`src/line_err_pkg.sv`:
```
`default_nettype none
package line_err_pkg;

  // --------------------------------------------------------------------------
  // Register map
  // --------------------------------------------------------------------------
  localparam logic [7:0] ADDR_CTRL   = 8'h31;
  localparam logic [7:0] ADDR_IE     = 8'h34;
  localparam logic [7:0] ADDR_STATUS = 8'h3b;
  localparam logic [7:0] ADDR_CNT_LO = 8'h3c;
  localparam logic [7:0] ADDR_CNT_HI = 8'h3d;

  localparam logic [7:0] CTRL_RESET  = 8'h00;
  localparam logic [7:0] IE_RESET    = 8'h00;
  localparam logic [7:0] CTRL_MASK   = 8'h7f;
  localparam logic [7:0] IE_MASK     = 8'h1f;
  localparam logic [7:0] STATUS_MASK = 8'h1f;

  // Control register fields.
  localparam int CTRL_ZERO_STD = 0;
  localparam int CTRL_MODE     = 1;
  localparam int CTRL_STOP     = 2;
  localparam int CTRL_VIOLATION_INSERT_TRIGGER  = 3;
  localparam int CTRL_LE_INS   = 4;
  localparam int CTRL_SEL_LO   = 5;
  localparam int CTRL_SEL_HI   = 6;

  // Interrupt status and enable fields share positions.
  localparam int ST_PRBS  = 0;
  localparam int ST_VIOL  = 1;
  localparam int ST_EXZ   = 2;
  localparam int ST_TIMER = 3;
  localparam int ST_OVF   = 4;

  // Error select codes.
  localparam logic [1:0] SEL_PRBS = 2'h0;
  localparam logic [1:0] SEL_VIOL = 2'h1;
  localparam logic [1:0] SEL_EXZ  = 2'h2;
  localparam logic [1:0] SEL_BOTH = 2'h3;

  typedef enum logic [1:0] {
    CODE_AMI  = 2'h0,
    CODE_HDB3 = 2'h1,
    CODE_B8ZS = 2'h2
  } line_code_e;

  // Longest legal zero runs; one more zero is an error.
  localparam logic [6:0] ZL_AMI_ANSI = 7'h0f;
  localparam logic [6:0] ZL_AMI_FCC  = 7'h50;
  localparam logic [6:0] ZL_HDB3     = 7'h03;
  localparam logic [6:0] ZL_B8ZS     = 7'h07;
  localparam logic [6:0] ZL_SAT      = 7'h7f;

  // --------------------------------------------------------------------------
  // Timing
  // --------------------------------------------------------------------------
  localparam int CLK_PERIOD_NS  = 8;
  localparam int REPORT_TIME_MS = 1000;
  localparam int SECOND_CYCLES  = REPORT_TIME_MS * 1000000 / CLK_PERIOD_NS;

  // --------------------------------------------------------------------------
  // Symbol carriers
  // --------------------------------------------------------------------------
  typedef struct packed {
    logic valid;
    logic mark;
    logic pol;
    logic subst;
  } rx_sym_s;

  typedef struct packed {
    logic valid;
    logic mark;
    logic pol;
    logic prbs;
  } tx_sym_s;

endpackage : line_err_pkg
`default_nettype wire

```
`src/line_error_detector.sv`:
```
`default_nettype none
module line_error_detector (
  input  wire logic                   clk,
  input  wire logic                   arst_n,
  input  wire logic                   ce,
  input  wire line_err_pkg::line_code_e coding,
  input  wire logic                   zero_std,
  input  wire line_err_pkg::rx_sym_s  rx,
  output logic                        bpv_err,
  output logic                        cv_err,
  output logic                        exz_err
);

  // --------------------------------------------------------------------------
  // Polarity and zero-run tracking
  // --------------------------------------------------------------------------
  logic       have_mark;
  logic       last_pol;
  logic       viol_seen;
  logic       last_viol_pol;
  logic [6:0] zero_run;

  function automatic logic [6:0] zero_limit(input line_err_pkg::line_code_e c,
                                             input logic fcc);
    if (c == line_err_pkg::CODE_HDB3) begin
      zero_limit = line_err_pkg::ZL_HDB3;
    end else if (c == line_err_pkg::CODE_B8ZS) begin
      zero_limit = line_err_pkg::ZL_B8ZS;
    end else begin
      zero_limit = fcc ? line_err_pkg::ZL_AMI_FCC : line_err_pkg::ZL_AMI_ANSI;
    end
  endfunction : zero_limit

  // A repeated polarity is a violation; substituted codes only err on a repeat.
  wire mark_in   = ce & rx.valid & rx.mark;
  wire zero_in   = ce & rx.valid & ~rx.mark;
  wire same_pol  = mark_in & have_mark & (rx.pol == last_pol);
  wire is_ami    = (coding == line_err_pkg::CODE_AMI);
  wire bpv_now   = is_ami & same_pol;
  wire cv_now    = ~is_ami & same_pol & ~rx.subst & viol_seen
                   & (rx.pol == last_viol_pol);
  wire exz_now   = zero_in & (zero_run == zero_limit(coding, zero_std));
  wire [6:0] run_inc = (zero_run == line_err_pkg::ZL_SAT) ? zero_run : zero_run + 7'h01;

  // Tracking state follows every received symbol.
  always_ff @(posedge clk or negedge arst_n) begin
    if (!arst_n) begin
      have_mark     <= 1'b0;
      last_pol      <= 1'b0;
      viol_seen     <= 1'b0;
      last_viol_pol <= 1'b0;
      zero_run      <= 7'h00;
    end else if (mark_in) begin
      have_mark <= 1'b1;
      last_pol  <= rx.pol;
      zero_run  <= 7'h00;
      if (same_pol) begin
        viol_seen     <= 1'b1;
        last_viol_pol <= rx.pol;
      end
    end else if (zero_in) begin
      zero_run <= run_inc;
    end
  end

  // Error pulses are registered so each lasts one cycle.
  always_ff @(posedge clk or negedge arst_n) begin
    if (!arst_n) begin
      bpv_err <= 1'b0;
      cv_err  <= 1'b0;
      exz_err <= 1'b0;
    end else if (ce) begin
      bpv_err <= bpv_now;
      cv_err  <= cv_now;
      exz_err <= exz_now;
    end
  end

endmodule : line_error_detector
`default_nettype wire

```
`src/line_error_counter_injector.sv`:
```
// What this block does
// - In AMI, two successive marks of equal polarity flag a bipolar violation.
// - In HDB3/B8ZS, repeated non-substitution violations of equal polarity flag a code violation.
// - AMI zero runs above 15 (ANSI) or 80 (FCC) flag excess zeros.
// - HDB3 runs above 3 and B8ZS runs above 7 zeros flag excess zeros.
// - Two-bit select picks one error type; value 11 counts violations and zeros.
// - Select 00 counts received pattern logic errors.
// - Selected errors accumulate in a 16-bit counter.
// - Each error sets its status bit and raises interrupt unless masked.
// - Mode bit 1 is automatic, 0 manual; changing the mode bit restarts counting.
// - Single-rail mode pulses the violation output high one cycle per violation.
// - Automatic mode copies, clears and restarts the counter at each second.
// - Errors arriving in the copy cycle go into the next period.
// - Each second sets the timer status; interrupt raised while enable bit is 0.
// - Reading interrupt status clears the error status bits.
// - Counter overflow sets overflow status; interrupt unless its enable masks it.
// - Manual mode: rising stop bit copies then clears the counter.
// - Rising insert bit inverts middle of three successive transmit marks once.
// - Rising logic-error insert bit flips one transmitted pattern bit.
`default_nettype none
module line_error_counter_injector #(
  parameter int CNT_W         = 16,
  parameter int SECOND_CYCLES = line_err_pkg::SECOND_CYCLES
) (
  input  wire logic                     clk,
  input  wire logic                     arst_n,
  input  wire logic                     ce,
  input  wire line_err_pkg::line_code_e coding,
  input  wire logic                     single_rail,
  input  wire line_err_pkg::rx_sym_s    rx_sym,
  input  wire logic                     prbs_error,
  input  wire line_err_pkg::tx_sym_s    tx_in,
  output line_err_pkg::tx_sym_s         tx_out,
  output logic                          violation_pulse_output,
  output logic                          irq,
  input  wire logic                     reg_wr,
  input  wire logic                     reg_rd,
  input  wire logic [7:0]               reg_addr,
  input  wire logic [7:0]               reg_wdata,
  output logic [7:0]                    reg_rdata
);

  localparam int TMR_W = $clog2(SECOND_CYCLES);
  localparam logic [TMR_W-1:0] TMR_LAST = TMR_W'(SECOND_CYCLES - 1);

  // --------------------------------------------------------------------------
  // Registers and strobes
  // --------------------------------------------------------------------------
  logic [7:0]       error_counter_control;
  logic [7:0]       error_interrupt_enable;
  logic [7:0]       error_interrupt_status;
  logic [CNT_W-1:0] counter;
  logic [CNT_W-1:0] snapshot;
  logic [TMR_W-1:0] sec_timer;
  logic             bpv_armed;
  logic             le_armed;
  line_err_pkg::tx_sym_s s0;
  line_err_pkg::tx_sym_s s1;
  logic bpv_err;
  logic cv_err;
  logic exz_err;

  wire wr_ctrl   = ce & reg_wr & (reg_addr == line_err_pkg::ADDR_CTRL);
  wire wr_ie     = ce & reg_wr & (reg_addr == line_err_pkg::ADDR_IE);
  wire rd_status = ce & reg_rd & (reg_addr == line_err_pkg::ADDR_STATUS);

  wire zero_run_standard_select = error_counter_control[line_err_pkg::CTRL_ZERO_STD];
  wire counter_report_mode      = error_counter_control[line_err_pkg::CTRL_MODE];
  wire counter_stop_trigger     = error_counter_control[line_err_pkg::CTRL_STOP];
  wire [1:0] err_sel = error_counter_control[line_err_pkg::CTRL_SEL_HI:line_err_pkg::CTRL_SEL_LO];

  // Triggers act on a 0-to-1 write, so software must return them to 0 first.
  function automatic logic rise_on_write(input logic wr, input logic old_v, input logic new_v);
    rise_on_write = wr & ~old_v & new_v;
  endfunction : rise_on_write

  wire stop_rise = rise_on_write(wr_ctrl, counter_stop_trigger,
                                 reg_wdata[line_err_pkg::CTRL_STOP]);
  wire violation_insert_trigger_rise = rise_on_write(wr_ctrl, error_counter_control[line_err_pkg::CTRL_VIOLATION_INSERT_TRIGGER],
                                    reg_wdata[line_err_pkg::CTRL_VIOLATION_INSERT_TRIGGER]);
  wire le_ins_rise = rise_on_write(wr_ctrl, error_counter_control[line_err_pkg::CTRL_LE_INS],
                                   reg_wdata[line_err_pkg::CTRL_LE_INS]);
  // Only a change of the mode bit restarts counting; a stop write must still transfer.
  wire mode_written = wr_ctrl
                      & (reg_wdata[line_err_pkg::CTRL_MODE] != counter_report_mode);

  // Control and enable registers.
  always_ff @(posedge clk or negedge arst_n) begin
    if (!arst_n) begin
      error_counter_control  <= line_err_pkg::CTRL_RESET;
      error_interrupt_enable <= line_err_pkg::IE_RESET;
    end else begin
      if (wr_ctrl) error_counter_control <= reg_wdata & line_err_pkg::CTRL_MASK;
      if (wr_ie) error_interrupt_enable <= reg_wdata & line_err_pkg::IE_MASK;
    end
  end

  // --------------------------------------------------------------------------
  // Receive error detection
  // --------------------------------------------------------------------------
  line_error_detector u_detector (
    .clk      (clk),
    .arst_n   (arst_n),
    .ce       (ce),
    .coding   (coding),
    .zero_std (zero_run_standard_select),
    .rx       (rx_sym),
    .bpv_err  (bpv_err),
    .cv_err   (cv_err),
    .exz_err  (exz_err)
  );

  wire viol_ev = ce & (bpv_err | cv_err);
  wire exz_ev  = ce & exz_err;
  wire prbs_ev = ce & prbs_error;

  // Both-type selection can add two errors in one cycle.
  function automatic logic [1:0] count_inc(input logic [1:0] sel, input logic p,
                                           input logic v, input logic z);
    unique case (sel)
      line_err_pkg::SEL_PRBS: count_inc = {1'b0, p};
      line_err_pkg::SEL_VIOL: count_inc = {1'b0, v};
      line_err_pkg::SEL_EXZ:  count_inc = {1'b0, z};
      line_err_pkg::SEL_BOTH: count_inc = {1'b0, v} + {1'b0, z};
    endcase
  endfunction : count_inc

  wire [1:0]     inc   = count_inc(err_sel, prbs_ev, viol_ev, exz_ev);
  wire [CNT_W:0] sum   = {1'b0, counter} + (CNT_W + 1)'(inc);

  // --------------------------------------------------------------------------
  // One-second timer and counter reporting
  // --------------------------------------------------------------------------
  wire sec_expire = ce & (sec_timer == TMR_LAST);
  wire transfer   = ~mode_written & (counter_report_mode ? sec_expire : stop_rise);
  wire overflow   = ~mode_written & ~transfer & sum[CNT_W];

  wire [CNT_W-1:0] next_counter = mode_written ? '0 :
                                  transfer ? CNT_W'(inc) :
                                  sum[CNT_W-1:0];

  // The timer restarts with the mode write so a period starts cleanly.
  always_ff @(posedge clk or negedge arst_n) begin
    if (!arst_n) begin
      sec_timer <= '0;
    end else if (mode_written | sec_expire) begin
      sec_timer <= '0;
    end else if (ce) begin
      sec_timer <= sec_timer + TMR_W'(1);
    end
  end

  // A single snapshot feeds both count bytes, so low and high never tear.
  always_ff @(posedge clk or negedge arst_n) begin
    if (!arst_n) begin
      counter  <= '0;
      snapshot <= '0;
    end else if (ce) begin
      counter <= next_counter;
      if (transfer) snapshot <= counter;
    end
  end

  // --------------------------------------------------------------------------
  // Interrupt status
  // --------------------------------------------------------------------------
  wire [7:0] status_set = {3'h0, overflow, sec_expire, exz_ev, viol_ev, prbs_ev};
  wire [7:0] status_clr = rd_status ? line_err_pkg::STATUS_MASK : 8'h00;
  wire [7:0] next_status = (error_interrupt_status & ~status_clr) | status_set;

  // A set arriving with the clearing read survives it.
  always_ff @(posedge clk or negedge arst_n) begin
    if (!arst_n) begin
      error_interrupt_status <= 8'h00;
    end else if (ce) begin
      error_interrupt_status <= next_status;
    end
  end

  // The timer enable is active low; the others are active high.
  wire [4:0] ie_eff = {error_interrupt_enable[line_err_pkg::ST_OVF],
                       ~error_interrupt_enable[line_err_pkg::ST_TIMER],
                       error_interrupt_enable[2:0]};
  assign irq = |(error_interrupt_status[4:0] & ie_eff);

  // --------------------------------------------------------------------------
  // Register read port
  // --------------------------------------------------------------------------
  wire [7:0] rd_mux = (reg_addr == line_err_pkg::ADDR_CTRL)   ? error_counter_control :
                      (reg_addr == line_err_pkg::ADDR_IE)     ? error_interrupt_enable :
                      (reg_addr == line_err_pkg::ADDR_STATUS) ? error_interrupt_status :
                      (reg_addr == line_err_pkg::ADDR_CNT_LO) ? snapshot[7:0] :
                      (reg_addr == line_err_pkg::ADDR_CNT_HI) ? snapshot[CNT_W-1:8] :
                      8'h00;

  // Read data is held until the next read; unmapped offsets return zero.
  always_ff @(posedge clk or negedge arst_n) begin
    if (!arst_n) begin
      reg_rdata <= 8'h00;
    end else if (ce & reg_rd) begin
      reg_rdata <= rd_mux;
    end
  end

  // Violation pin pulses one cycle per violation in single-rail operation.
  always_ff @(posedge clk or negedge arst_n) begin
    if (!arst_n) begin
      violation_pulse_output <= 1'b0;
    end else if (ce) begin
      violation_pulse_output <= single_rail & (bpv_err | cv_err);
    end
  end

  // --------------------------------------------------------------------------
  // Transmit error insertion
  // --------------------------------------------------------------------------
  // Two symbols are held back so the middle of three marks can be altered.
  wire shift     = ce & tx_in.valid;
  wire bpv_apply = bpv_armed & shift & tx_in.mark & s0.valid & s0.mark
                   & s1.valid & s1.mark;
  wire le_apply  = le_armed & shift;

  always_ff @(posedge clk or negedge arst_n) begin
    if (!arst_n) begin
      bpv_armed <= 1'b0;
      le_armed  <= 1'b0;
      s0        <= '0;
      s1        <= '0;
      tx_out    <= '0;
    end else if (ce) begin
      bpv_armed <= violation_insert_trigger_rise | (bpv_armed & ~bpv_apply);
      le_armed  <= le_ins_rise | (le_armed & ~le_apply);
      tx_out.valid <= 1'b0;
      if (shift) begin
        s0 <= '{valid: 1'b1, mark: tx_in.mark, pol: tx_in.pol,
                prbs: tx_in.prbs ^ le_apply};
        s1 <= '{valid: s0.valid, mark: s0.mark, pol: s0.pol ^ bpv_apply, prbs: s0.prbs};
        tx_out <= '{valid: s1.valid, mark: s1.mark, pol: s1.pol, prbs: s1.prbs};
      end
    end
  end
endmodule : line_error_counter_injector
`default_nettype wire

```
`config.mk`:
```
export PLATFORM = sky130hd
export DESIGN_NAME = line_error_counter_injector
export DESIGN_NICKNAME = d
export VERILOG_FILES = /design/src/line_err_pkg.sv /design/src/line_error_detector.sv /design/src/line_error_counter_injector.sv
export SDC_FILE = /design/constraint.sdc
export NUM_CORES = 1
export LEC_CHECK = 0
export BUFFER_PORTS_ARGS = -buffer_cell sky130_fd_sc_hd__buf_2
export CELL_PAD_IN_SITES_DETAIL_PLACEMENT = 0
export CELL_PAD_IN_SITES_GLOBAL_PLACEMENT = 2
export CORE_MARGIN = 10
export CORE_UTILIZATION = 42
export DETAILED_ROUTE_END_ITERATION = 7
export GPL_TIMING_DRIVEN = 0
export PLACE_DENSITY = 0.82
export SLEW_MARGIN = 20
export SYNTH_ARGS = -nofsm -noshare
export SYNTH_HDL_FRONTEND = slang
export SYNTH_SLANG_ARGS = --single-unit
```
`constraint.sdc`:
```
create_clock -name clk -period 4.3 [get_ports clk]
set_input_delay 0.86 -clock clk [delete_from_list [all_inputs] [get_ports clk]]
set_output_delay 0.86 -clock clk [all_outputs]
set_load 0.02 [all_outputs]
```
# ---- Yosys cells after proc, flatten, opt, wreduce, memory -nomap -nowiden
# Cells that the tools add are included.
dict set report word_totals {
  reg_bits 116
  latch_bits 0
  ramBits 0
  rom_bits 0
  in_bits 33
  output_inout_bits 14
  n_memories 0
}
dict set report op_classes {
  addsub 4
  n_mul 0
  n_div 0
  magnitude_cmp 0
  eq_ne 17
  shift 0
  n_mux 19
  bitwise_logic 62
  reduce_logical 9
}
# operator n
set ops {}
lappend ops {{27-bit 2-to-1 mux} 2}
lappend ops {{7-bit 2-to-1 mux} 6}
lappend ops {{1-bit AND} 41}
lappend ops {{8-bit by 6-bit == test with 1-bit output (second input constant)} 5}
lappend ops {{8-bit 2-to-1 mux} 5}
lappend ops {{16-bit 2-to-1 mux} 2}
lappend ops {{27-bit by 1-bit adder with 27-bit output (second input constant)} 1}
lappend ops {{27-bit == test (second input constant)} 1}
lappend ops {{16-bit by 2-bit adder with 17-bit output} 1}
lappend ops {{1-bit inverter} 11}
lappend ops {{8-bit AND} 1}
lappend ops {{5-bit inverter with 8-bit output} 1}
lappend ops {{8-bit by 5-bit bitwise OR with 8-bit output} 1}
lappend ops {{2-bit case mux with 4 select lines} 1}
lappend ops {{2-bit AND reduction} 4}
lappend ops {{7-bit by 1-bit adder with 7-bit output (second input constant)} 1}
lappend ops {{7-bit == test} 1}
lappend ops {{7-bit == test (second input constant)} 1}
lappend ops {{2-bit == test (second input constant)} 3}
lappend ops {{5-bit AND} 1}
lappend ops {{5-bit 2-to-1 mux} 1}
lappend ops {{5-bit OR reduction} 1}
lappend ops {{2-bit by 1-bit == test with 1-bit output (second input constant)} 2}
lappend ops {{2-bit zero test} 2}
lappend ops {{9 further kinds} 15}

# ---- Logic depth before layout (Yosys ltp)
# Gate-level depths: netlist of the first run.
dict set report depth {
  word_depth 10
  ltp_mapped 11
  mapped_depth_nobuf 11
}

# ---- Hierarchy
# From an unflattened synthesis of the first run, not the netlist that was laid out.
dict set report hier_totals {
  cells_unflattened 536
  area_unflattened_um2 5703.0
}
# module n_inst cells_each area_each_um2 seq_area_each_um2
set modules_own_cells {}
lappend modules_own_cells {line_error_counter_injector 1 457 4917.2 2477.4}
lappend modules_own_cells {line_error_detector 1 79 785.8 350.3}

# ---- Worst setup path after synthesis of the first run
# Ideal clock, no wire load.
dict set report synth_timing {
  path_type {input -> register}
  from {input port ce}
  to {register counter[12]}
  setup_ps 132
  t_arrival_ps 2728
  required_time_ps 4168
  path_slack_ps 1440
  cell_stages 11
  cell_sequence {clkbuf_1 > and2_1 > mux4_2 > ha_1 > inv_1 > fa_1 > nor2b_1 > nand2_1 > nor2_1 > xnor2_1 > nor2_1}
}
dict set report synth_via {
  elab_chain_len 8
  elab_cells_between_ends 17
  cone_classes {add/sub (2); mux (4); bitwise (11)}
}
# element line
set synth_lines {}
lappend synth_lines {{start, declared} line_error_counter_injector.sv:27} ;# input wire logic ce,
lappend synth_lines {{branches (longest 8 deep; another with 16-bit by 2-bit adder with 17-bit output)} --}
lappend synth_lines {{end signal, assigned} line_error_counter_injector.sv:159} ;# counter <= next_counter;
lappend synth_lines {{end, declared} line_error_counter_injector.sv:52} ;# logic [CNT_W-1:0] counter;
# Several ways; the timed one is not identified.
# A chain may end at the register's enable or synchronous reset.

# ---- Worst setup path in the final report of the first run
# Same ends and word-level chain as after synthesis.

==> results.json, run 1 <==
{
  "status": "finished, final reports clean",
  "worst_clock_skew_ns": 0.00526,
  "end_kind": "flip-flop",
  "drt.antenna.violating_nets": 0,
  "floorplan.die.width_um": 136,
  "r2r-start": "u_detector.cv_err$_DFFE_PN0P_",
  "place_area_um2": 6130,
  "number_of_antenna_cells_inserted": 0,
  "period_share_pct": 78.2,
  "r2r_cells": 11,
  "detail_route.wl_per_cell_um": 16.6,
  "setup.reg_to_reg.worst_slack_ns": 1.38,
  "initial_antenna_violation_count": 0,
  "post-dp-hpwl_um": 9550,
  "first_global_vias": 4352,
  "dominantRegCellSynth": "sky130_fd_sc_hd__dfrtp_1",
  "final_cell_area_um2": 6680,
  "areaGrowthSynthToFinish_pct": 18.3,
  "cts_resized": 0,
  "globalRoute.totalOverflow": 0,
  "slew_headroom_pct": 47.3,
  "portBuffers": 45,
  "detailedRoute.firstIterationViolations": 233,
  "min-delay-path-class": "in -> async",
  "pwr_total_mw": 2.88,
  "coreArea_um2": 13200,
  "synth-warning-count": 0,
  "insertion_delay_ns": 0.41,
  "filler_free_cell_count_of_the_finished_design": 799,
  "power.density_nw_per_um2": 431,
  "cts_tree": "done",
  "netlist_area_um2": 5650,
  "floorplan.rows": 42,
  "cts_htree_levels": 4,
  "yosys_register_bits": 113,
  "timing.final.crit_period_ns": 3.36,
  "routabilityCongestion": 0.830,
  "critical_path.max_fanout": 10,
  "finalHoldViolCount": 0,
  "detailedRoute.firstPassIterationCount": 5,
  "floorplan.die.height_um": 136,
  "timing.critical_path.required_ns": 4.58,
  "io_pins": 47,
  "grt_first_pass_wirelength_um": 22300,
  "achievable-frequency_mhz": 297,
  "setup_viol": 0,
  "clock_sinks": 113,
  "layout.nets": 650,
  "postCtsHoldBufs": 0,
  "p_leak_nw": 3.04,
  "wl_um": 13300,
  "cts_setup_buffers": 0,
  "type_of_origin_of_the_critical_path": "input port",
  "maxCapViolations": 0,
  "layout.cells.most_common_list": "sky130_fd_sc_hd__dfrtp_1, sky130_fd_sc_hd__nor2_1, sky130_fd_sc_hd__nand2_1, sky130_fd_sc_hd__buf_2, sky130_fd_sc_hd__mux2_2",
  "worst_setup_hold_path_clk_slew_ns": 0.05,
  "timing_worst_slew_pin_value_ns": 0.785,
  "vdd_drop_max_mv": 0.258,
  "start_util_pct": 42.8,
  "synthesis.area_per_instance_um2": 10.3,
  "setup_repair_after_global_routing_missed_its_margin": "false",
  "synth_fp_nets": 585,
  "fin_setup_tns_ns": 0,
  "critical_path.reg2reg.endpoint": "counter[12]$_DFFE_PN0P_",
  "global_route.usage.total_pct": 15.2,
  "worst-setup-path-type": "in -> reg",
  "most_common_cell_after_layout_fill_and_taps_aside": "sky130_fd_sc_hd__dfrtp_1",
  "finalMaxSlewViolations": 0,
  "postSynth.asyncResetShare_pct": 100,
  "design.die.area_um2": 18500,
  "finalCoreUtilization_pct": 50.6,
  "placedCellCount": 768,
  "numCtsBuffers": 17,
  "timing.critical_path.arrival_ns": 3.64,
  "post_dr_vias_cell": 5.33,
  "synth.distinct_cells": 57,
  "route.vias.total": 4258,
  "synth-edff-count": 0,
  "syn-instance-count": 546,
  "clock_path_buffers": 2,
  "drt_drc_violations_left": 0,
  "grt_max_degree": 66,
  "cts_root_buffer": "sky130_fd_sc_hd__clkbuf_16",
  "yosysSeqAreaShare_pct": 50.1,
  "drive_above_1_share_pct": 19.7
}
## Yosys cell counts (7+ instances only)
cell type                    n  area share (%)
sky130_fd_sc_hd__a21o_1     10             1.3
sky130_fd_sc_hd__a21oi_1    11            0.97
sky130_fd_sc_hd__and4_1      7             1.1
sky130_fd_sc_hd__clkbuf_1   21             1.4
sky130_fd_sc_hd__dfrtp_1   113              50
sky130_fd_sc_hd__inv_1      17             1.1
sky130_fd_sc_hd__mux2_2     39             7.8
sky130_fd_sc_hd__nand2_1    51             3.4
sky130_fd_sc_hd__nand3_1    23             2.0
sky130_fd_sc_hd__nand4_1    20             2.2
sky130_fd_sc_hd__nor2_1     71             4.7
sky130_fd_sc_hd__nor2b_1     9             1.0
sky130_fd_sc_hd__nor3_1     12             1.1
sky130_fd_sc_hd__nor4_1      8            0.89
sky130_fd_sc_hd__o21ai_0    10            0.89
sky130_fd_sc_hd__xnor2_1    32             5.0
sky130_fd_sc_hd__xor2_1     17             2.6
## through the flow
stage          worst slack, ns  hold WS, ns
3_5_place_dp             0.492        0.458
5_1_grt                  0.757        0.412
2_1_floorplan             1.44        0.435
6_report                 0.937        0.384
4_1_cts                  0.925        0.388
3_3_place_gp             0.515        0.454
## cell families after synthesis
family | share of synthesized area [%]
AOI/OAI and AO/OA | 6.98
xor gates and xnor gates | 7.60
adders and majority gates | 1.46
buffers and inverters | 2.81
DFF | 50.1
muxes | 8.53
and+or+nand+nor | 22.5
## registers in the layout, indices dropped and copies added, names as in the netlist, 4 cells and up
name,count
error_interrupt_enable,5
counter,16
tx_out,4
s0,4
s1,4
snapshot,16
error_counter_control,7
sec_timer,27
error_interrupt_status,5
reg_rdata,8
u_detector.zero_run,7
## how the worst max path moves through the flow
stage               depth (start not counted)  from                 endpoint
floorplan                                  11    ce  counter[12]$_DFFE_PN0P_
global placement                           12    ce  counter[12]$_DFFE_PN0P_
detailed placement                         12    ce  counter[12]$_DFFE_PN0P_
CTS                                        12    ce  counter[12]$_DFFE_PN0P_
global route                               12    ce  counter[12]$_DFFE_PN0P_
finish                                     12    ce  counter[12]$_DFFE_PN0P_
## critical path: stages
cell,delay (ns)
sky130_fd_sc_hd__buf_2,0.22
sky130_fd_sc_hd__clkbuf_1,0.46
sky130_fd_sc_hd__and2_1,0.23
sky130_fd_sc_hd__mux4_2,0.26
sky130_fd_sc_hd__ha_1,0.18
sky130_fd_sc_hd__inv_1,0.06
sky130_fd_sc_hd__fa_1,0.39
sky130_fd_sc_hd__nor2b_1,0.46
sky130_fd_sc_hd__nand2_1,0.18
sky130_fd_sc_hd__nor2_1,0.15
sky130_fd_sc_hd__xnor2_1,0.13
sky130_fd_sc_hd__nor2_1,0.05
## report_power, final
part	leakage, nW	switching, mW	internal (mW)	total (mW)
combinational	1.29	0.175	0.142	0.316
sequential	1.48	0.0907	1.16	1.25
clock	0.270	0.460	0.848	1.31
total	3.04	0.725	2.15	2.88
## final cells by class
type,count,area [µm²]
Fill cell,1241,6510
Inverter,17,63.8
Clock buffer,26,499
Clock inverter,5,52.6
Tap cell,176,220
Buffer,23,95.1
Multi-Input combinational cell,393,2660
Sequential cell,113,2830
Timing Repair Buffer,46,259
## metal layers
layer | wire, µm | global-route usage, % | share of wire [%]
met1 | 6340 | 19.6 | 48
met5 | 0 | 0 | 0
met2 | 6250 | 24.2 | 47
met3 | 572 | 4.32 | 4.3
met4 | 127 | 4.50 | 0.96
(Power assumes the default switching activity.)
==> inputs of run 2 (changes only) <==
--- a/config.mk
+++ b/config.mk
@@ -9,10 +9,10 @@
 export CELL_PAD_IN_SITES_DETAIL_PLACEMENT = 0
 export CELL_PAD_IN_SITES_GLOBAL_PLACEMENT = 2
 export CORE_MARGIN = 10
-export CORE_UTILIZATION = 42
+export CORE_UTILIZATION = 35
 export DETAILED_ROUTE_END_ITERATION = 7
 export GPL_TIMING_DRIVEN = 0
-export PLACE_DENSITY = 0.82
+export PLACE_DENSITY = 0.72
 export SLEW_MARGIN = 20
 export SYNTH_ARGS = -nofsm -noshare
 export SYNTH_HDL_FRONTEND = slang
==> constraint.sdc (replaced) <==
create_clock -name clk -period 3 [get_ports clk]
set_input_delay 0.6 -clock clk [delete_from_list [all_inputs] [get_ports clk]]
set_output_delay 0.6 -clock clk [all_outputs]
set_load 0.02 [all_outputs]
==> results.json, run 2 (synthesis results as in run 1) <==
{
  "grt_first_pass_wirelength_um": 22900,
  "route.vias.total": 4220,
  "floorplan.die.height_um": 147,
  "cts_root_buffer": "sky130_fd_sc_hd__clkbuf_16",
  "detailedRoute.firstPassIterationCount": 4,
  "place_area_um2": 6180,
  "p_leak_nw": 3.07,
  "end_kind": "flip-flop",
  "finalMaxSlewViolations": 0,
  "design.die.area_um2": 21600,
  "layout.nets": 650,
  "first_global_vias": 4285,
  "clock_sinks": 113,
  "period_share_pct": 90.2,
  "worst-setup-path-type": "reg -> reg",
  "post_dr_vias_cell": 5.03,
  "drive_above_1_share_pct": 20.5,
  "detailedRoute.firstIterationViolations": 222,
  "worst_setup_hold_path_clk_slew_ns": 0.05,
  "drt_drc_violations_left": 0,
  "initial_antenna_violation_count": 0,
  "maxCapViolations": 0,
  "worst_clock_skew_ns": 0.0130,
  "global_route.usage.total_pct": 13.2,
  "type_of_origin_of_the_critical_path": "flip-flop",
  "final_cell_area_um2": 6770,
  "detail_route.wl_per_cell_um": 16.3,
  "timing.final.crit_period_ns": 2.70,
  "filler_free_cell_count_of_the_finished_design": 839,
  "largest_register_ff_count": 27,
  "areaGrowthSynthToFinish_pct": 19.9,
  "post-dp-hpwl_um": 10000,
  "finalHoldWorstSlack_ns": 0.0786,
  "fill_cells": 1603,
  "slew_headroom_pct": 52.6,
  "setup_repair_after_global_routing_missed_its_margin": "false",
  "io_pins": 47,
  "clock_path_buffers": 2,
  "regMostFlops": "sec_timer",
  "timing_worst_slew_pin_value_ns": 0.706,
  "timing.critical_path.required_ns": 3.29,
  "min-delay-path-class": "in -> async",
  "setup_viol": 0,
  "drt.antenna.violating_nets": 0,
  "timing.critical_path.arrival_ns": 2.99,
  "wl_um": 13700,
  "achievable-frequency_mhz": 370,
  "power.density_nw_per_um2": 623,
  "layout_top_registers": "sec_timer: 27 flops, counter: 16 flops, snapshot: 16 flops",
  "placedCellCount": 808,
  "finalHoldViolCount": 0,
  "number_of_antenna_cells_inserted": 0,
  "cts_htree_levels": 4,
  "portBuffers": 45,
  "floorplan.rows": 46,
  "status": "finished, final reports clean",
  "cts_setup_buffers": 0,
  "vdd_drop_max_mv": 0.395,
  "finalCoreUtilization_pct": 42.8,
  "coreArea_um2": 15800,
  "layout.cells.most_common_list": "sky130_fd_sc_hd__dfrtp_1, sky130_fd_sc_hd__nor2_1, sky130_fd_sc_hd__nand2_1, sky130_fd_sc_hd__buf_2, sky130_fd_sc_hd__mux2_2",
  "floorplan.die.width_um": 147,
  "most_common_cell_after_layout_fill_and_taps_aside": "sky130_fd_sc_hd__dfrtp_1",
  "critical_path.max_fanout": 6,
  "cts_tree": "done",
  "globalRoute.totalOverflow": 0,
  "grt_max_degree": 78,
  "numCtsBuffers": 17,
  "start_util_pct": 35.7,
  "insertion_delay_ns": 0.42,
  "postCtsHoldBufs": 0,
  "pwr_total_mw": 4.21,
  "routabilityCongestion": 0.809
}
run 2: final timing paths:
check	startpoint	slack, ns	depth (start not counted)	to
max in group asynchronous	arst_n	2.21	2	u_detector.zero_run[1]$_DFFE_PN0P_
worst max register to register	u_detector.cv_err$_DFFE_PN0P_	0.30	11	counter[12]$_DFFE_PN0P_
worst min-delay path	arst_n	0.08	1	snapshot[12]$_DFFE_PN0P_
worst max-delay path	u_detector.cv_err$_DFFE_PN0P_	0.30	11	counter[12]$_DFFE_PN0P_
min in group clk	reg_wdata[0]	0.40	3	error_counter_control[0]$_DFFE_PN0N_
worst min register to register	u_detector.have_mark$_DFFE_PN0P_	0.47	1	u_detector.have_mark$_DFFE_PN0P_
run 2: through the flow:
stage / setup slack (ns) / TNS [ns]
2_1_floorplan: 0.400 / 0
3_3_place_gp: -0.537 / -16.26
3_5_place_dp: -0.508 / -2.89
4_1_cts: 0.122 / 0
5_1_grt: 0.0982 / 0
6_report: 0.295 / 0
run 2: what timing repair did:
item,CTS,global route
setup endpoints to repair,3,3
cloned,0,0
hold endpoints to repair,0,0
resized for setup,1,2
run 2: cell type report:
cell class	count	area (µm²)	share of cell area, %
well taps	216	270	3.99
clock inverters	4	45.0	0.666
inverters	17	63.8	0.943
plain buffers	23	96.3	1.42
flip-flops and latches	113	2830	41.8
multi-input cells	393	2660	39.3
repair buffers	46	259	3.83
clock buffers	27	543	8.02
run 2: layer usage:
layer	GRT usage (%)	wire length, µm
met1	17.7	6720
met2	20.0	6440
met3	3.78	497
met4	4.71	57
met5	0	0
run 2: where the power goes:
| part | total (mW) | internal, mW | switching, mW |
|---|---|---|---|
| sequential | 1.79 | 1.67 | 0.126 |
| clock | 1.97 | 1.31 | 0.666 |
| combinational | 0.451 | 0.203 | 0.248 |
run 2: worst max-delay path, stage by stage (launching register included):
cell                      delay [ns]
sky130_fd_sc_hd__dfrtp_1        0.38
sky130_fd_sc_hd__o21a_1         0.25
sky130_fd_sc_hd__ha_1           0.30
sky130_fd_sc_hd__mux4_2         0.25
sky130_fd_sc_hd__ha_1           0.17
sky130_fd_sc_hd__inv_1          0.05
sky130_fd_sc_hd__fa_1           0.40
sky130_fd_sc_hd__nor2b_2        0.33
sky130_fd_sc_hd__nand2_1        0.15
sky130_fd_sc_hd__nor2_1         0.14
sky130_fd_sc_hd__xnor2_1        0.13
sky130_fd_sc_hd__nor2_1         0.05
==> inputs of run 3 (changes only) <==
--- a/config.mk
+++ b/config.mk
@@ -5,12 +5,13 @@
 export SDC_FILE = /design/constraint.sdc
 export NUM_CORES = 1
 export LEC_CHECK = 0
-export BUFFER_PORTS_ARGS = -buffer_cell sky130_fd_sc_hd__buf_2
+export CAP_MARGIN = 25
 export CELL_PAD_IN_SITES_DETAIL_PLACEMENT = 0
 export CELL_PAD_IN_SITES_GLOBAL_PLACEMENT = 2
 export CORE_MARGIN = 10
-export CORE_UTILIZATION = 35
+export CORE_UTILIZATION = 37
 export DETAILED_ROUTE_END_ITERATION = 7
+export DONT_BUFFER_PORTS = 1
 export GPL_TIMING_DRIVEN = 0
 export PLACE_DENSITY = 0.72
 export SLEW_MARGIN = 20
==> results.json, run 3 (synthesis results as in run 1) <==
{
  "status": "complete, but fails checks",
  "violated_checks": "negative hold slack",
  "floorplan.die.height_um": 144,
  "detailedRoute.firstIterationViolations": 272,
  "cts_htree_levels": 4,
  "end_kind": "flip-flop",
  "layout.area.seq_um2": 2830,
  "pre_cts_setup_slack_ns": -0.309,
  "worst_setup_hold_path_clk_slew_ns": 0.05,
  "power.density_nw_per_um2": 632,
  "filler_free_cell_count_of_the_finished_design": 765,
  "critPathCapture": "counter[12]$_DFFE_PN0P_",
  "critical_path.reg2reg.endpoint": "counter[12]$_DFFE_PN0P_",
  "setup.reg_to_reg.worst_slack_ns": 0.25,
  "layout_top_registers": "sec_timer: 27 flops, counter: 16 flops, snapshot: 16 flops",
  "numCtsBuffers": 17,
  "start_util_pct": 37.4,
  "r2r-start": "u_detector.cv_err$_DFFE_PN0P_",
  "p_leak_nw": 2.85,
  "vdd_drop_max_mv": 0.399,
  "finalHoldViolCount": 113,
  "fill_cells": 1491,
  "most_common_cell_after_layout_fill_and_taps_aside": "sky130_fd_sc_hd__dfrtp_1",
  "clock_path_buffers": 2,
  "setup_repair_after_global_routing_missed_its_margin": "false",
  "maxCapViolations": 0,
  "finalHoldWorstSlack_ns": -0.117,
  "drt_drc_violations_left": 0,
  "type_of_origin_of_the_critical_path": "flip-flop",
  "initial_antenna_violation_count": 0,
  "first_global_vias": 4171,
  "routabilityCongestion": 0.812,
  "cts_tree": "done",
  "design.die.area_um2": 20600,
  "timing_worst_slew_pin_value_ns": 0.842,
  "worst_clock_skew_ns": 0.00798,
  "drt.antenna.violating_nets": 0,
  "timing.final.crit_period_ns": 2.75,
  "critical_path.max_fanout": 6,
  "fin_setup_tns_ns": 0,
  "grt_max_degree": 114,
  "post_dr_vias_cell": 5.30,
  "drive_above_1_share_pct": 14.0,
  "placedCellCount": 734,
  "pwr_total_mw": 4.08,
  "final_cell_area_um2": 6460,
  "finalCoreUtilization_pct": 42.8,
  "layout.nets": 604,
  "switchingPower_mw": 1.00,
  "global_route.usage.total_pct": 14.0,
  "power.share.switching_pct": 24.5,
  "io_pins": 47,
  "regMostFlops": "sec_timer",
  "r2r_cells": 11,
  "worst-setup-path-type": "reg -> reg",
  "finalMaxSlewViolations": 0,
  "fin_ws_ns": 0.253,
  "route.met3.wl_um": 570,
  "met1_length_um": 6560,
  "globalRoute.totalOverflow": 0,
  "highest-signal-layer": "met4",
  "insertion_delay_ns": 0.41,
  "post-dp-hpwl_um": 9590,
  "share_comb_of_total_power_pct": 8.0,
  "place_area_um2": 5880,
  "grt_first_pass_wirelength_um": 22400,
  "period_share_pct": 91.6,
  "detail_route.wl_per_cell_um": 17.8,
  "cts_root_buffer": "sky130_fd_sc_hd__clkbuf_16",
  "worst_setup_path_startpoint": "u_detector.cv_err$_DFFE_PN0P_",
  "number_of_antenna_cells_inserted": 0,
  "timing.critical_path.arrival_ns": 3.03,
  "floorplan.rows": 45,
  "clockPowerShare_pct": 47.0,
  "areaGrowthSynthToFinish_pct": 14.4,
  "layout.cells.most_common_list": "sky130_fd_sc_hd__dfrtp_1, sky130_fd_sc_hd__nor2_1, sky130_fd_sc_hd__nand2_1, sky130_fd_sc_hd__mux2_2, sky130_fd_sc_hd__xnor2_1",
  "coreArea_um2": 15100,
  "detailedRoute.firstPassIterationCount": 4,
  "portBuffers": 0,
  "achievable-frequency_mhz": 364,
  "largest_register_ff_count": 27,
  "routed-wl-met2_um": 6230,
  "cts_setup_buffers": 0,
  "multi_input_combinational_cell_area_um2": 2660,
  "setup_viol": 0,
  "timing.critical_path.required_ns": 3.28,
  "min-delay-path-class": "in -> async",
  "p_seq_share_pct": 45.0,
  "wl_um": 13600,
  "internal-power_mw": 3.08,
  "clock_sinks": 113,
  "route.vias.total": 4054,
  "floorplan.die.width_um": 144,
  "slew_headroom_pct": 43.4
}
-- run 3: cell count changes in the layout (fill, tap and decap cells not counted) --
cell                         change
sky130_fd_sc_hd__buf_16          -1
sky130_fd_sc_hd__clkinv_2        -1
sky130_fd_sc_hd__clkinvlp_4      +1
sky130_fd_sc_hd__buf_2          -44
sky130_fd_sc_hd__clkbuf_8        +1
sky130_fd_sc_hd__buf_6           -1
sky130_fd_sc_hd__bufinv_16       -1
sky130_fd_sc_hd__clkbuf_1        +1
sky130_fd_sc_hd__clkbuf_2        -1
-- run 3: power by group through the flow --
stage                     clock network (mW)  logic, mW  registers, mW
final                                   1.92      0.328           1.83
after floorplan                            0      0.275           1.81
after global placement                     0      0.317           1.85
after detailed placement                   0      0.328           1.86
after CTS                               1.96      0.330           1.83
after global routing                    2.04      0.378           1.85
-- run 3: area by class of cell --
class,instances,area share [%]
Sequential cell,113,43.8
Multi-Input combinational cell,393,41.2
Clock buffer,28,8.62
Tap cell,188,3.64
Buffer,23,1.47
Inverter,17,0.988
Clock inverter,3,0.271
-- run 3: per-layer routing --
metal  GRT usage (%)  vias to the layer above
li1                -                     1959
met1            18.4                     2012
met2            21.2                       64
met3            3.80                       19
met4            5.91                        0
met5               0                        -
-- run 3: worst min-delay path by stage --
stage | cells after the start | to | startpoint
6_report | 0 | counter[14]$_DFFE_PN0P_ | arst_n
5_1_grt | 0 | sec_timer[9]$_DFFE_PN0P_ | arst_n
4_1_cts | 0 | counter[11]$_DFFE_PN0P_ | arst_n
3_5_place_dp | 0 | counter[14]$_DFFE_PN0P_ | arst_n
3_3_place_gp | 0 | counter[14]$_DFFE_PN0P_ | arst_n
2_1_floorplan | 0 | bpv_armed$_DFFE_PN0P_ | arst_n
-- run 3: worst max-delay path: stages, from the launching register on --
cell	delay (ns)
sky130_fd_sc_hd__dfrtp_1	0.37
sky130_fd_sc_hd__o21a_1	0.24
sky130_fd_sc_hd__ha_1	0.29
sky130_fd_sc_hd__mux4_2	0.25
sky130_fd_sc_hd__ha_1	0.18
sky130_fd_sc_hd__inv_1	0.06
sky130_fd_sc_hd__fa_1	0.41
sky130_fd_sc_hd__nor2b_2	0.34
sky130_fd_sc_hd__nand2_1	0.15
sky130_fd_sc_hd__nor2_1	0.14
sky130_fd_sc_hd__xnor2_1	0.13
sky130_fd_sc_hd__nor2_1	0.06
-- run 3: timing repair --
item | CTS | global route
endpoints found under the hold margin | 113 | 113
endpoints found under the setup margin | 0 | 5
resized for setup | 0 | 1
